==> src/dma_ctl_cfg.svh <==
// constants for the per-channel control word engine
`ifndef DMA_CTL_CFG_SVH
`define DMA_CTL_CFG_SVH
// ---------------------------------------------------------------
// control word field positions
// ---------------------------------------------------------------
`define MODE_LSB 0
`define MODE_MSB 2
`define BURST_SEL_BIT 3
`define COUNT_LSB 4
`define COUNT_MSB 13
`define ARB_LSB 14
`define ARB_MSB 17
// ---------------------------------------------------------------
// register offsets
// ---------------------------------------------------------------
`define OFS_PRI_CTL 4'h0
`define OFS_ALT_CTL 4'h1
`define OFS_CHAN_CTL 4'h2
`define OFS_STATUS 4'h3
`define OFS_COUNT 4'h4
// ---------------------------------------------------------------
// values
// ---------------------------------------------------------------
`define CTL_RESET 32'h0000_0000
`define ARB_CODE_MAX 4'h9
`define ARB_LOG_MAX 4'ha
`endif

==> src/dma_ctl_pkg.sv <==
// types for the per-channel control word engine
package dma_ctl_pkg;
   typedef enum logic [2:0] {
      MODE_STOP = 3'h0, MODE_BASIC = 3'h1, MODE_AUTO = 3'h2, MODE_PING_PONG = 3'h3,
      MODE_MEM_SG = 3'h4, MODE_ALT_MEM_SG = 3'h5, MODE_PER_SG = 3'h6,
      MODE_ALT_PER_SG = 3'h7
   } cycle_mode_e;
   typedef enum {ST_IDLE, ST_WAIT_REQ, ST_MOVE, ST_WRITE_BACK, ST_DONE} engine_state_e;
endpackage

==> src/batch_decoder.sv <==
// decodes the arbitration batch code into a transfer count
`timescale 1ns/10ps
`include "dma_ctl_cfg.svh"
module batch_decoder (
   // code in
   input wire logic [3:0] arbitration_batch_code_i,
   // batch size out, 1 to 1024
   output logic [10:0] batch_size_o
);
   // codes above nine saturate at 1024, never cutting a cycle
   wire logic [3:0] log_size = (arbitration_batch_code_i > `ARB_CODE_MAX) ?
      `ARB_LOG_MAX : arbitration_batch_code_i;
   assign batch_size_o = 11'h001 << log_size;
endmodule // batch_decoder

==> src/dma_channel_control_word.sv <==
// one dma channel: control words, batch arbitration, write-back of count
//
// Decided for this implementation: strobed register access and the register addresses.
`timescale 1ns/10ps
`include "dma_ctl_cfg.svh"
// Summary of operation
// - batch code 9 means 512 transfers; codes a to f mean 1024
// - item count field bits 13:4 holds items minus one
// - count units are items of configured size, not bytes
// - count written back before each arbitration shows items outstanding
// - burst select bit 3 forces burst for last peripheral gather transfer, sets flag
// - burst select clear and short remainder: finish with single transfers
// - mode zero is stopped or invalid; no transfers happen (checked only at a start and while basic mode waits; a running cycle goes on)
// - basic mode needs a fresh request before each arbitration
// - auto mode: one request moves the whole count
// - ping-pong swaps structures after each cycle run in ping-pong mode; the next cycle waits for a new request
// - batch codes 0 to 8 give 1 to 256 transfers
module dma_channel_control_word (
   // clock and reset
   input wire logic clk_i,
   input wire logic reset_n_i,
   // register port
   input wire logic [3:0] reg_addr_i,
   input wire logic [31:0] reg_wdata_i,
   input wire logic reg_write_i,
   input wire logic reg_read_i,
   output logic [31:0] reg_rdata_o,
   // peripheral request pin
   input wire logic dma_request_i,
   // transfer side
   output logic item_move_o,
   output logic burst_move_o,
   output logic burst_only_flag_o,
   output logic cycle_done_o
);
   // ---------------------------------------------------------------
   // request synchroniser
   // ---------------------------------------------------------------
   logic req_meta_q, req_sync_q, req_prev_q;
   always_ff @(posedge clk_i) begin
      req_meta_q <= reset_n_i ? dma_request_i : 1'b0;
      req_sync_q <= reset_n_i ? req_meta_q : 1'b0;
      req_prev_q <= reset_n_i ? req_sync_q : 1'b0;
   end
   wire logic req_rise = req_sync_q & ~req_prev_q;

   // ---------------------------------------------------------------
   // control structures and registers
   // ---------------------------------------------------------------
   logic [31:0] ctl_q [2];
   logic use_alt_q, enable_q, soft_req_q, burst_flag_q;
   logic [10:0] left_q, in_batch_q;
   logic [31:0] rdata_q;
   dma_ctl_pkg::engine_state_e state_q;

   // selected structure fields
   wire logic [31:0] cur_ctl = ctl_q[use_alt_q];
   wire logic [2:0] cur_mode_raw = cur_ctl[`MODE_MSB:`MODE_LSB];
   wire dma_ctl_pkg::cycle_mode_e cur_mode = dma_ctl_pkg::cycle_mode_e'(cur_mode_raw);
   wire logic [9:0] count_field = cur_ctl[`COUNT_MSB:`COUNT_LSB];
   wire logic burst_sel = cur_ctl[`BURST_SEL_BIT];
   wire logic [3:0] arb_code = cur_ctl[`ARB_MSB:`ARB_LSB];
   logic [10:0] batch_size;
   batch_decoder u_batch (
      .arbitration_batch_code_i(arb_code),
      .batch_size_o(batch_size)
   );

   // decode of the register port
   wire logic wr_pri = reg_write_i && reg_addr_i == `OFS_PRI_CTL;
   wire logic wr_alt = reg_write_i && reg_addr_i == `OFS_ALT_CTL;
   wire logic wr_chan = reg_write_i && reg_addr_i == `OFS_CHAN_CTL;
   wire logic is_per_sg = cur_mode == dma_ctl_pkg::MODE_PER_SG ||
      cur_mode == dma_ctl_pkg::MODE_ALT_PER_SG;
   wire logic last_piece = left_q < batch_size; // remainder shorter than a batch
   wire logic moving = state_q == dma_ctl_pkg::ST_MOVE;
   wire logic batch_end = moving && (in_batch_q == 11'h001 || left_q == 11'h001);
   wire logic cycle_end = moving && left_q == 11'h001;
   wire logic mode_valid = cur_mode != dma_ctl_pkg::MODE_STOP;
   // auto mode accepts a software request as well as the pin
   wire logic start_req = req_rise | soft_req_q;
   // left_q still counts the item moving now, so remaining minus one is left_q minus two;
   // at cycle end this wraps to all ones, harmless once the mode field is cleared
   wire logic [9:0] wb_count = 10'(left_q - 11'h002);

   // ---------------------------------------------------------------
   // engine state
   // ---------------------------------------------------------------
   always_ff @(posedge clk_i) begin
      if (!reset_n_i) begin
         state_q <= dma_ctl_pkg::ST_IDLE;
         left_q <= 11'h000;
         in_batch_q <= 11'h000;
         use_alt_q <= 1'b0;
         burst_flag_q <= 1'b0;
      end else begin
         unique case (state_q)
            dma_ctl_pkg::ST_IDLE: begin
               if (enable_q && mode_valid && start_req) begin
                  left_q <= {1'b0, count_field} + 11'h001;
                  in_batch_q <= batch_size;
                  state_q <= dma_ctl_pkg::ST_MOVE;
               end
            end
            dma_ctl_pkg::ST_WAIT_REQ: begin
               // basic mode stalls here until the pin asks again
               if (!mode_valid) state_q <= dma_ctl_pkg::ST_IDLE;
               else if (req_rise) begin
                  in_batch_q <= batch_size;
                  state_q <= dma_ctl_pkg::ST_MOVE;
               end
            end
            dma_ctl_pkg::ST_MOVE: begin
               left_q <= left_q - 11'h001;
               in_batch_q <= in_batch_q - 11'h001;
               if (burst_sel && is_per_sg && last_piece) burst_flag_q <= 1'b1;
               if (batch_end) state_q <= dma_ctl_pkg::ST_WRITE_BACK;
            end
            dma_ctl_pkg::ST_WRITE_BACK: begin
               // count already stored; decide whether another batch follows
               if (left_q == 11'h000) state_q <= dma_ctl_pkg::ST_DONE;
               else if (cur_mode == dma_ctl_pkg::MODE_BASIC) state_q <= dma_ctl_pkg::ST_WAIT_REQ;
               else begin
                  in_batch_q <= batch_size;
                  state_q <= dma_ctl_pkg::ST_MOVE;
               end
            end
            dma_ctl_pkg::ST_DONE: begin
               burst_flag_q <= 1'b0;
               if (cur_mode == dma_ctl_pkg::MODE_PING_PONG) begin
                  use_alt_q <= ~use_alt_q;
               end
               state_q <= dma_ctl_pkg::ST_IDLE;
            end
         endcase
      end
   end

   // ---------------------------------------------------------------
   // control words; engine write-back beats a software write
   // ---------------------------------------------------------------
   wire logic wb_now = batch_end;
   wire logic [31:0] wb_word = {cur_ctl[31:`COUNT_MSB+1], wb_count, cur_ctl[`COUNT_LSB-1:0]};
   // stopped at completion so a stale word cannot restart; ping-pong relies on it
   wire logic [31:0] done_word = {cur_ctl[31:`MODE_MSB+1], 3'h0};
   wire logic done_now = state_q == dma_ctl_pkg::ST_DONE;
   always_ff @(posedge clk_i) begin
      if (!reset_n_i) begin
         ctl_q[0] <= `CTL_RESET;
         ctl_q[1] <= `CTL_RESET;
      end else begin
         if (wr_pri) ctl_q[0] <= reg_wdata_i;
         if (wr_alt) ctl_q[1] <= reg_wdata_i;
         if (wb_now) ctl_q[use_alt_q] <= wb_word;
         if (done_now) ctl_q[use_alt_q] <= done_word;
      end
   end

   // channel control: bit0 enable, bit1 software request pulse
   always_ff @(posedge clk_i) begin
      if (!reset_n_i) begin
         enable_q <= 1'b0;
         soft_req_q <= 1'b0;
      end else begin
         if (wr_chan) enable_q <= reg_wdata_i[0];
         soft_req_q <= wr_chan & reg_wdata_i[1];
      end
   end

   // ---------------------------------------------------------------
   // read path
   // ---------------------------------------------------------------
   wire logic [31:0] status_word = {26'h0, use_alt_q, burst_flag_q, 1'b0,
      3'(state_q)};
   wire logic [31:0] rd_mux =
      reg_addr_i == `OFS_PRI_CTL ? ctl_q[0] :
      reg_addr_i == `OFS_ALT_CTL ? ctl_q[1] :
      reg_addr_i == `OFS_CHAN_CTL ? {31'h0, enable_q} :
      reg_addr_i == `OFS_STATUS ? status_word :
      reg_addr_i == `OFS_COUNT ? {21'h0, left_q} : 32'h0;
   always_ff @(posedge clk_i) begin
      if (!reset_n_i) rdata_q <= 32'h0;
      else rdata_q <= reg_read_i ? rd_mux : 32'h0;
   end
   assign reg_rdata_o = rdata_q;

   // transfer outputs; burst moves until a short remainder, then single unless burst select in peripheral gather or the flag is up
   assign item_move_o = moving;
   assign burst_move_o = moving & (~last_piece | burst_flag_q |
      (burst_sel & is_per_sg));
   assign burst_only_flag_o = burst_flag_q;
   assign cycle_done_o = done_now;

   // ---------------------------------------------------------------
   // assertions
   // ---------------------------------------------------------------
   a_stop_no_move: assert property (@(posedge clk_i) disable iff (!reset_n_i)
      (state_q == dma_ctl_pkg::ST_IDLE && !mode_valid) |=> !item_move_o)
      else $error("transfer started from stopped mode");
   // stored field checked against the count left after the batch, not the write-back wire
   a_wb_count: assert property (@(posedge clk_i) disable iff (!reset_n_i)
      wb_now && !done_now |=>
      ctl_q[$past(use_alt_q)][`COUNT_MSB:`COUNT_LSB] == 10'(left_q - 11'h001))
      else $error("count not written back");
   a_cycle_end: assert property (@(posedge clk_i) disable iff (!reset_n_i)
      cycle_end |-> ##2 cycle_done_o)
      else $error("cycle did not end");
   a_basic_wait: assert property (@(posedge clk_i) disable iff (!reset_n_i)
      (state_q == dma_ctl_pkg::ST_WAIT_REQ && !req_rise) |=> !item_move_o)
      else $error("basic mode moved without request");
   a_auto_go: assert property (@(posedge clk_i) disable iff (!reset_n_i)
      (state_q == dma_ctl_pkg::ST_WRITE_BACK && left_q != 11'h0 &&
      cur_mode == dma_ctl_pkg::MODE_AUTO) |=> item_move_o)
      else $error("auto mode stalled");
   a_ping_swap: assert property (@(posedge clk_i) disable iff (!reset_n_i)
      (done_now && cur_mode == dma_ctl_pkg::MODE_PING_PONG) |=> use_alt_q != $past(use_alt_q))
      else $error("ping-pong did not swap");
   a_single_tail: assert property (@(posedge clk_i) disable iff (!reset_n_i)
      (moving && last_piece && !burst_sel && !burst_flag_q) |-> !burst_move_o)
      else $error("tail not single");
   a_burst_flag: assert property (@(posedge clk_i) disable iff (!reset_n_i)
      (moving && burst_sel && is_per_sg && last_piece) |=> burst_only_flag_o)
      else $error("burst flag not set");
   a_batch_len: assert property (@(posedge clk_i) disable iff (!reset_n_i)
      (arb_code >= 4'ha) |-> batch_size == 11'h400)
      else $error("batch size wrong");
   c_basic: cover property (@(posedge clk_i) state_q == dma_ctl_pkg::ST_WAIT_REQ);
   c_swap: cover property (@(posedge clk_i) use_alt_q);
   c_done: cover property (@(posedge clk_i) cycle_done_o);
   c_burst: cover property (@(posedge clk_i) burst_only_flag_o);
endmodule // dma_channel_control_word

==> config.mk <==
export PLATFORM = sky130hd
export DESIGN_NAME = dma_channel_control_word
export DESIGN_NICKNAME = d
export VERILOG_FILES = /design/src/dma_ctl_pkg.sv /design/src/batch_decoder.sv /design/src/dma_channel_control_word.sv
export VERILOG_INCLUDE_DIRS = /design/src
export SDC_FILE = /design/constraint.sdc
export NUM_CORES = 1
export LEC_CHECK = 0
export BUFFER_PORTS_ARGS = -buffer_cell sky130_fd_sc_hd__clkbuf_2
export CAP_MARGIN = 30
export CORE_MARGIN = 4
export CORE_UTILIZATION = 48
export DETAILED_ROUTE_END_ITERATION = 8
export HOLD_SLACK_MARGIN = 0.08
export PLACE_DENSITY = 0.67
export SLEW_MARGIN = 20
export SYNTH_ARGS = -nofsm -noshare
export SYNTH_HDL_FRONTEND = slang
export SYNTH_SLANG_ARGS = --single-unit
==> constraint.sdc <==
create_clock -name clk_i -period 3.57 [get_ports clk_i]
set_input_delay 0.5355 -clock clk_i [delete_from_list [all_inputs] [get_ports clk_i]]
set_output_delay 0.5355 -clock clk_i [all_outputs]
set_load 0.01 [all_outputs]
======== Yosys cells after proc, flatten, opt, wreduce, memory -nomap -nowiden ========
Memories as Yosys holds them, arrays and structs flattened. A register that Yosys moved wholly into a read port is not among the register bits.
Index checks and enable logic that the tools add are counted.
word-level totals
  register bits after elaboration ......... 93
  bits in writable memories ............... 64
  bits of input ports ..................... 41
  logic and storage cells ................. 120
  memories kept ........................... 1
memories
  name   depth  width  read ports  clocked after Yosys merged registers in  write ports  line                            source
  ctl_q  2      32     3           1                                        3            dma_channel_control_word.sv:50  logic [31:0] ctl_q [2];
cells by class
  $add $sub $neg .......................... 4
  magnitude comparators ................... 2
  equal/unequal tests ..................... 24
  shifts and indexed selects .............. 1
  multiplexer cells ....................... 41
  bitwise gates (word level) .............. 13
  reductions and logical operators ........ 23
operator list
  cell                     count
  $mux W32                 9
  $pmux W32 S5             1
  $mux W11                 9
  $eq A32 B2 Y1 const B    2
  $eq A32 B3 Y1 const B    2
  $pmux W11 S4             1
  $eq A32 B1 Y1 const B    1
  $eq A32 B4 Y1 const B    1
  $logic_not A32 Y1        1
  $eq A11 B1 Y1 const B    2
  $pmux W11 S2             1
  $sub A11 B1 Y11 const B  2
  $mux W1                  16
  $ne A2 B2 Y1 const B     7
  $add A10 B1 Y11 const B  1
  $logic_not A11 Y1        1
  $lt A11 B11 Y1           1
  $shl A1 B4 Y11 const A   1
  $sub A10 B2 Y10 const B  1
  $eq A4 B2 Y1 const B     2
  $logic_and A1 B1 Y1      8
  $reduce_and A2 Y1        4
  $eq A3 B3 Y1 const B     2
  $or A1 B1 Y1             6
  19 further kinds         26

======== Depth between registers and ports, before layout ========
  depth after elaboration ................. 8
  depth in mapped cells ................... 12
  depth with buffers taken out ............ 9

======== By module ========
From an unflattened synthesis, not the netlist that was laid out.
second synthesis, totals
  cell total of the unflattened synthesis .. 812
  area total of the unflattened synthesis .. 7502.2 µm²
by module, submodules not included
  module                    times used  cells an instance  area an instance (µm²)
  dma_channel_control_word  1           797                7315.8
  batch_decoder             1           15                 186.4

======== Least setup slack after synthesis ========
Ideal clock, no wire load.
  kind .................................... register to output
  start ................................... register (tool-made name)
  end ..................................... output burst_move_o
  arrival time ............................ 2498 ps
  data required time ...................... 3034 ps
  path slack .............................. 537 ps
  stages on the path, launching flop included .. 11
  buffers on the path ..................... 2
  cells stage by stage .................... dfxtp_1 > buf_4 > buf_2 > o32ai_1 > nand2_1 > ha_1 > a21o_1 > a21o_1 > a21oi_1 > o221ai_1 > o31a_1
RTL lines
  item       line                            source
  to (decl)  dma_channel_control_word.sv:32  output logic burst_move_o,

==> summary.md <==
| Metric | Value |
|---|---|
| Async SR Flop Fraction | `0%` |
| Max clock buf depth | `2` |
| Area contributors post-synth | `edfxtp_1, dfxtp_1, mux2i_1` |
| Flop pwr share | `43.0%` |
| Post-route minimum period | `~3.4 ns` |
| Maximum clock frequency | `about 290 MHz` |
| Htree depth | `4` |
| Final wirelength | `~21000 um` |
| Max IR drop VDD | `between 300 and 400 uV` |
| Synth warn | `0` |
| GRT Total Usage | `approximately 24%` |
| Setup crit start kind | `register` |
| CTS tree | `yes` |
| DR WL/cell | `20.43 um` |
| Remaining Overflow, GRT | `0` |
| Post-Syn Area | `approximately 7500 sq um` |
| Vias per Instance | `between 6 and 7` |
| Final slew viol count | `0` |
| P_int | `2.923 mW` |
| Largest net degree at the start of global routing | `44` |
| Power Density | `429.1 nW/um^2` |
| Area share of the largest cell type after synthesis | `about 26%` |
| Switch Pwr | `about 0.86 mW` |
| Vias in the first global route | `~6500` |
| CP startpoint | `ctl_q[0][15]$_DFFE_PP_` |
| Layout cell share with drive strength beyond 1 | `22.02%` |
| Std cell rows | `45` |
| CP max FO | `4` |
| Yosys reg bits | `129` |
| Synth cell types | `76` |
| Final clock skew | `about 0.0086 ns` |
| Fin. Hold Viols | `0` |
| Dpl hpwl | `around 15000 um` |
| Core area | `15200 sq um` |
| Comb pwr share | `around 6.5%` |
| Pleak | `3.414 nW` |
| Final antenna-violating net count | `0` |
| Drt first pass iters | `5` |
| Initial DRC Count | `between 500 and 600` |
| Post-synth EDFFs | `64` |
| DR vias | `6501` |
| Die Y | `approximately 130 um` |
| Root Driver | `clkbuf_16` |
| Final Util | `approximately 58%` |
| Worst-Margin Slew | `0.9061 ns` |
| Clock share of power | `50.5%` |
| Final period util | `between 90 and 100%` |
| Final worst setup slack | `between 0.1 and 0.15 ns` |
| Max cap viols | `0` |
| Status | `completed` |
| Switching Fraction | `a little under a quarter` |
| Crit. End Element | `output port` |
| Fin nets | `between 900 and 1000` |
| Routability cong. | `slightly above 0.9` |
| Kind of critical path | `reg2out` |
| Arrival @ worst endpoint | `approximately 2.9 ns` |
| Die extent in x | `between 100 and 150 um` |
| Worst slew margin | `between 30% and 40%` |
| Synthesized instance count | `about 800` |
| Count leader, synth | `nand2_1` |
| Hold_sp | `dma_request_i` |
| IO Port Bufs | `between 70 and 80` |
| Clk_lat worst skew | `0.43 ns` |
| Mapped Avg Cell Area | `9.601 sq um` |
| Final hold slack | `~0.32 ns` |
| Clock-pin slew on the worst setup and hold paths | `approximately 0.06 ns` |
| Pre-CTS WS | `about 0.39 ns` |
| First-pass GRT wire length | `~34000 um` |
| Initial antenna violation count | `0` |
| Most frequent cells after synthesis | `nand2_1, nor2_1, mux2i_1` |
| CTS Hold Bufs | `0` |
| Worst path required time | `roughly 3 ns` |
| Ports | `77` |
| Total design power | `approximately 3.8 mW` |
| CTS Buf Count | `17` |
| Die ar. | `about 18000 sq um` |
| DR DRC count | `0` |
| Leading area contributor after synthesis | `edfxtp_1` |
| Area grow syn2layout | `18.06%` |
| Ys flop type | `dfxtp_1` |
| Syn Nets | `between 800 and 900` |
| Worst hold path class | `in2reg` |
| Initial core utilization | `between 40% and 50%` |
| Sink Count | `129` |
| Ant diodes | `0` |
| Finish-stage setup viols | `0` |
| Sequential-to-total area share from yosys stat | `a little over two fifths` |
[cells in the final DEF (no fill, tap or decap), types with 10 or more instances in the layout]
cell type / n
buf_4: 31
nor2_1: 73
mux2_2: 24
clkbuf_16: 17
mux2i_1: 67
o21ai_0: 20
nand2_1: 94
dfxtp_1: 64
o31ai_1: 10
inv_1: 22
nand3_1: 17
clkbuf_2: 76
o211ai_1: 13
nor3_1: 14
a21oi_1: 19
ha_1: 17
xnor2_1: 10
o22ai_1: 11
a22oi_1: 27
edfxtp_1: 64
[logic make-up (layout without fill, tap and decap cells)]
family                   count (synthesis)  in the layout  share of synthesized area (%)
AND/OR/NAND/NOR                        264            264                          16.79
flip-flops                             129            129                          43.21
XOR/XNOR                                16             16                          1.879
multiplexers                            91             91                          12.61
AO/OA/AOI/OAI                          183            183                          18.30
adder cells (fa/ha/maj)                 17             17                          2.851
buffers and inverters                   77            163                          4.361
[metrics by stage]
step	instances	setup TNS, ns	cell area [sq um]
finish	1051	0	8807
global route	1051	-0.04896	8807
CTS	1045	0	8721
detailed placement	1013	0	8068
global placement	1013	0	8068
floorplan	777	0	7460
[worst max-delay path: stages (launching register included)]
cell and delay [ns]:
edfxtp_1 0.46, inv_1 0.13, o32ai_1 0.29, buf_4 0.20
nand2_1 0.06, ha_1 0.29, nand4_1 0.10, nor2_1 0.06
a221oi_1 0.24, o221ai_1 0.19, o31a_1 0.31, clkbuf_2 0.14
[state kept, by name (all words and copies together) (netlist names), named ones only]
| signal | cells |
|---|---|
| ctl_q | 64 |
| reg_rdata_o | 32 |
| in_batch_q | 11 |
| left_q | 11 |
| state_q | 3 |
| burst_only_flag_o | 1 |
| enable_q | 1 |
| req_meta_q | 1 |
| req_prev_q | 1 |
| req_sync_q | 1 |
| soft_req_q | 1 |
| use_alt_q | 1 |
[routing by layer]
layer	global-route usage, %	up-vias	wire length (um)
met5	0	-	0
met4	8.487	0	559
met3	5.171	52	1188
met2	40.10	222	10350
met1	31.66	3180	9370
li1	-	3047	-
[final timing paths]
path / endpoint / slack, ns / cells after the start
worst min-delay path: req_meta_q$_SDFF_PN0_ / 0.32 / 2
worst max-delay path: burst_move_o / 0.13 / 11
worst max register to register: in_batch_q[10]$_SDFFE_PN0P_ / 0.62 / 6
worst min register to register: req_sync_q$_SDFF_PN0_ / 0.43 / 1
[cell type report]
| type | count | area [sq um] |
|---|---|---|
| Clock buffer | 18 | 429.2 |
| Fill cell | 1376 | 6395 |
| Sequential cell | 129 | 3227 |
| Tap cell | 188 | 235.2 |
| Clock inverter | 14 | 210.2 |
| Inverter | 24 | 90.09 |
| Timing Repair Buffer | 107 | 613.1 |
| Multi-Input combinational cell | 571 | 4003 |
[power by group through the flow]
stage               clock [mW]  sequential [mW]  combinational, mW
CTS                       1.93             1.62              0.238
floorplan                    0             1.65              0.144
detailed placement           0             1.65              0.235
finish                    1.91             1.62              0.247
global placement             0             1.65              0.232
global route              2.00             1.63              0.269
[what timing repair did]
| action | in CTS | in global routing |
|---|---|---|
| buffers inserted | 0 | 6 |
| hold endpoints to repair | 0 | 0 |
| pin swaps | 0 | 1 |
| setup endpoints to repair | 1 | 1 |
| gates resized for setup | 2 | 6 |
(Power assumes the default switching activity.)
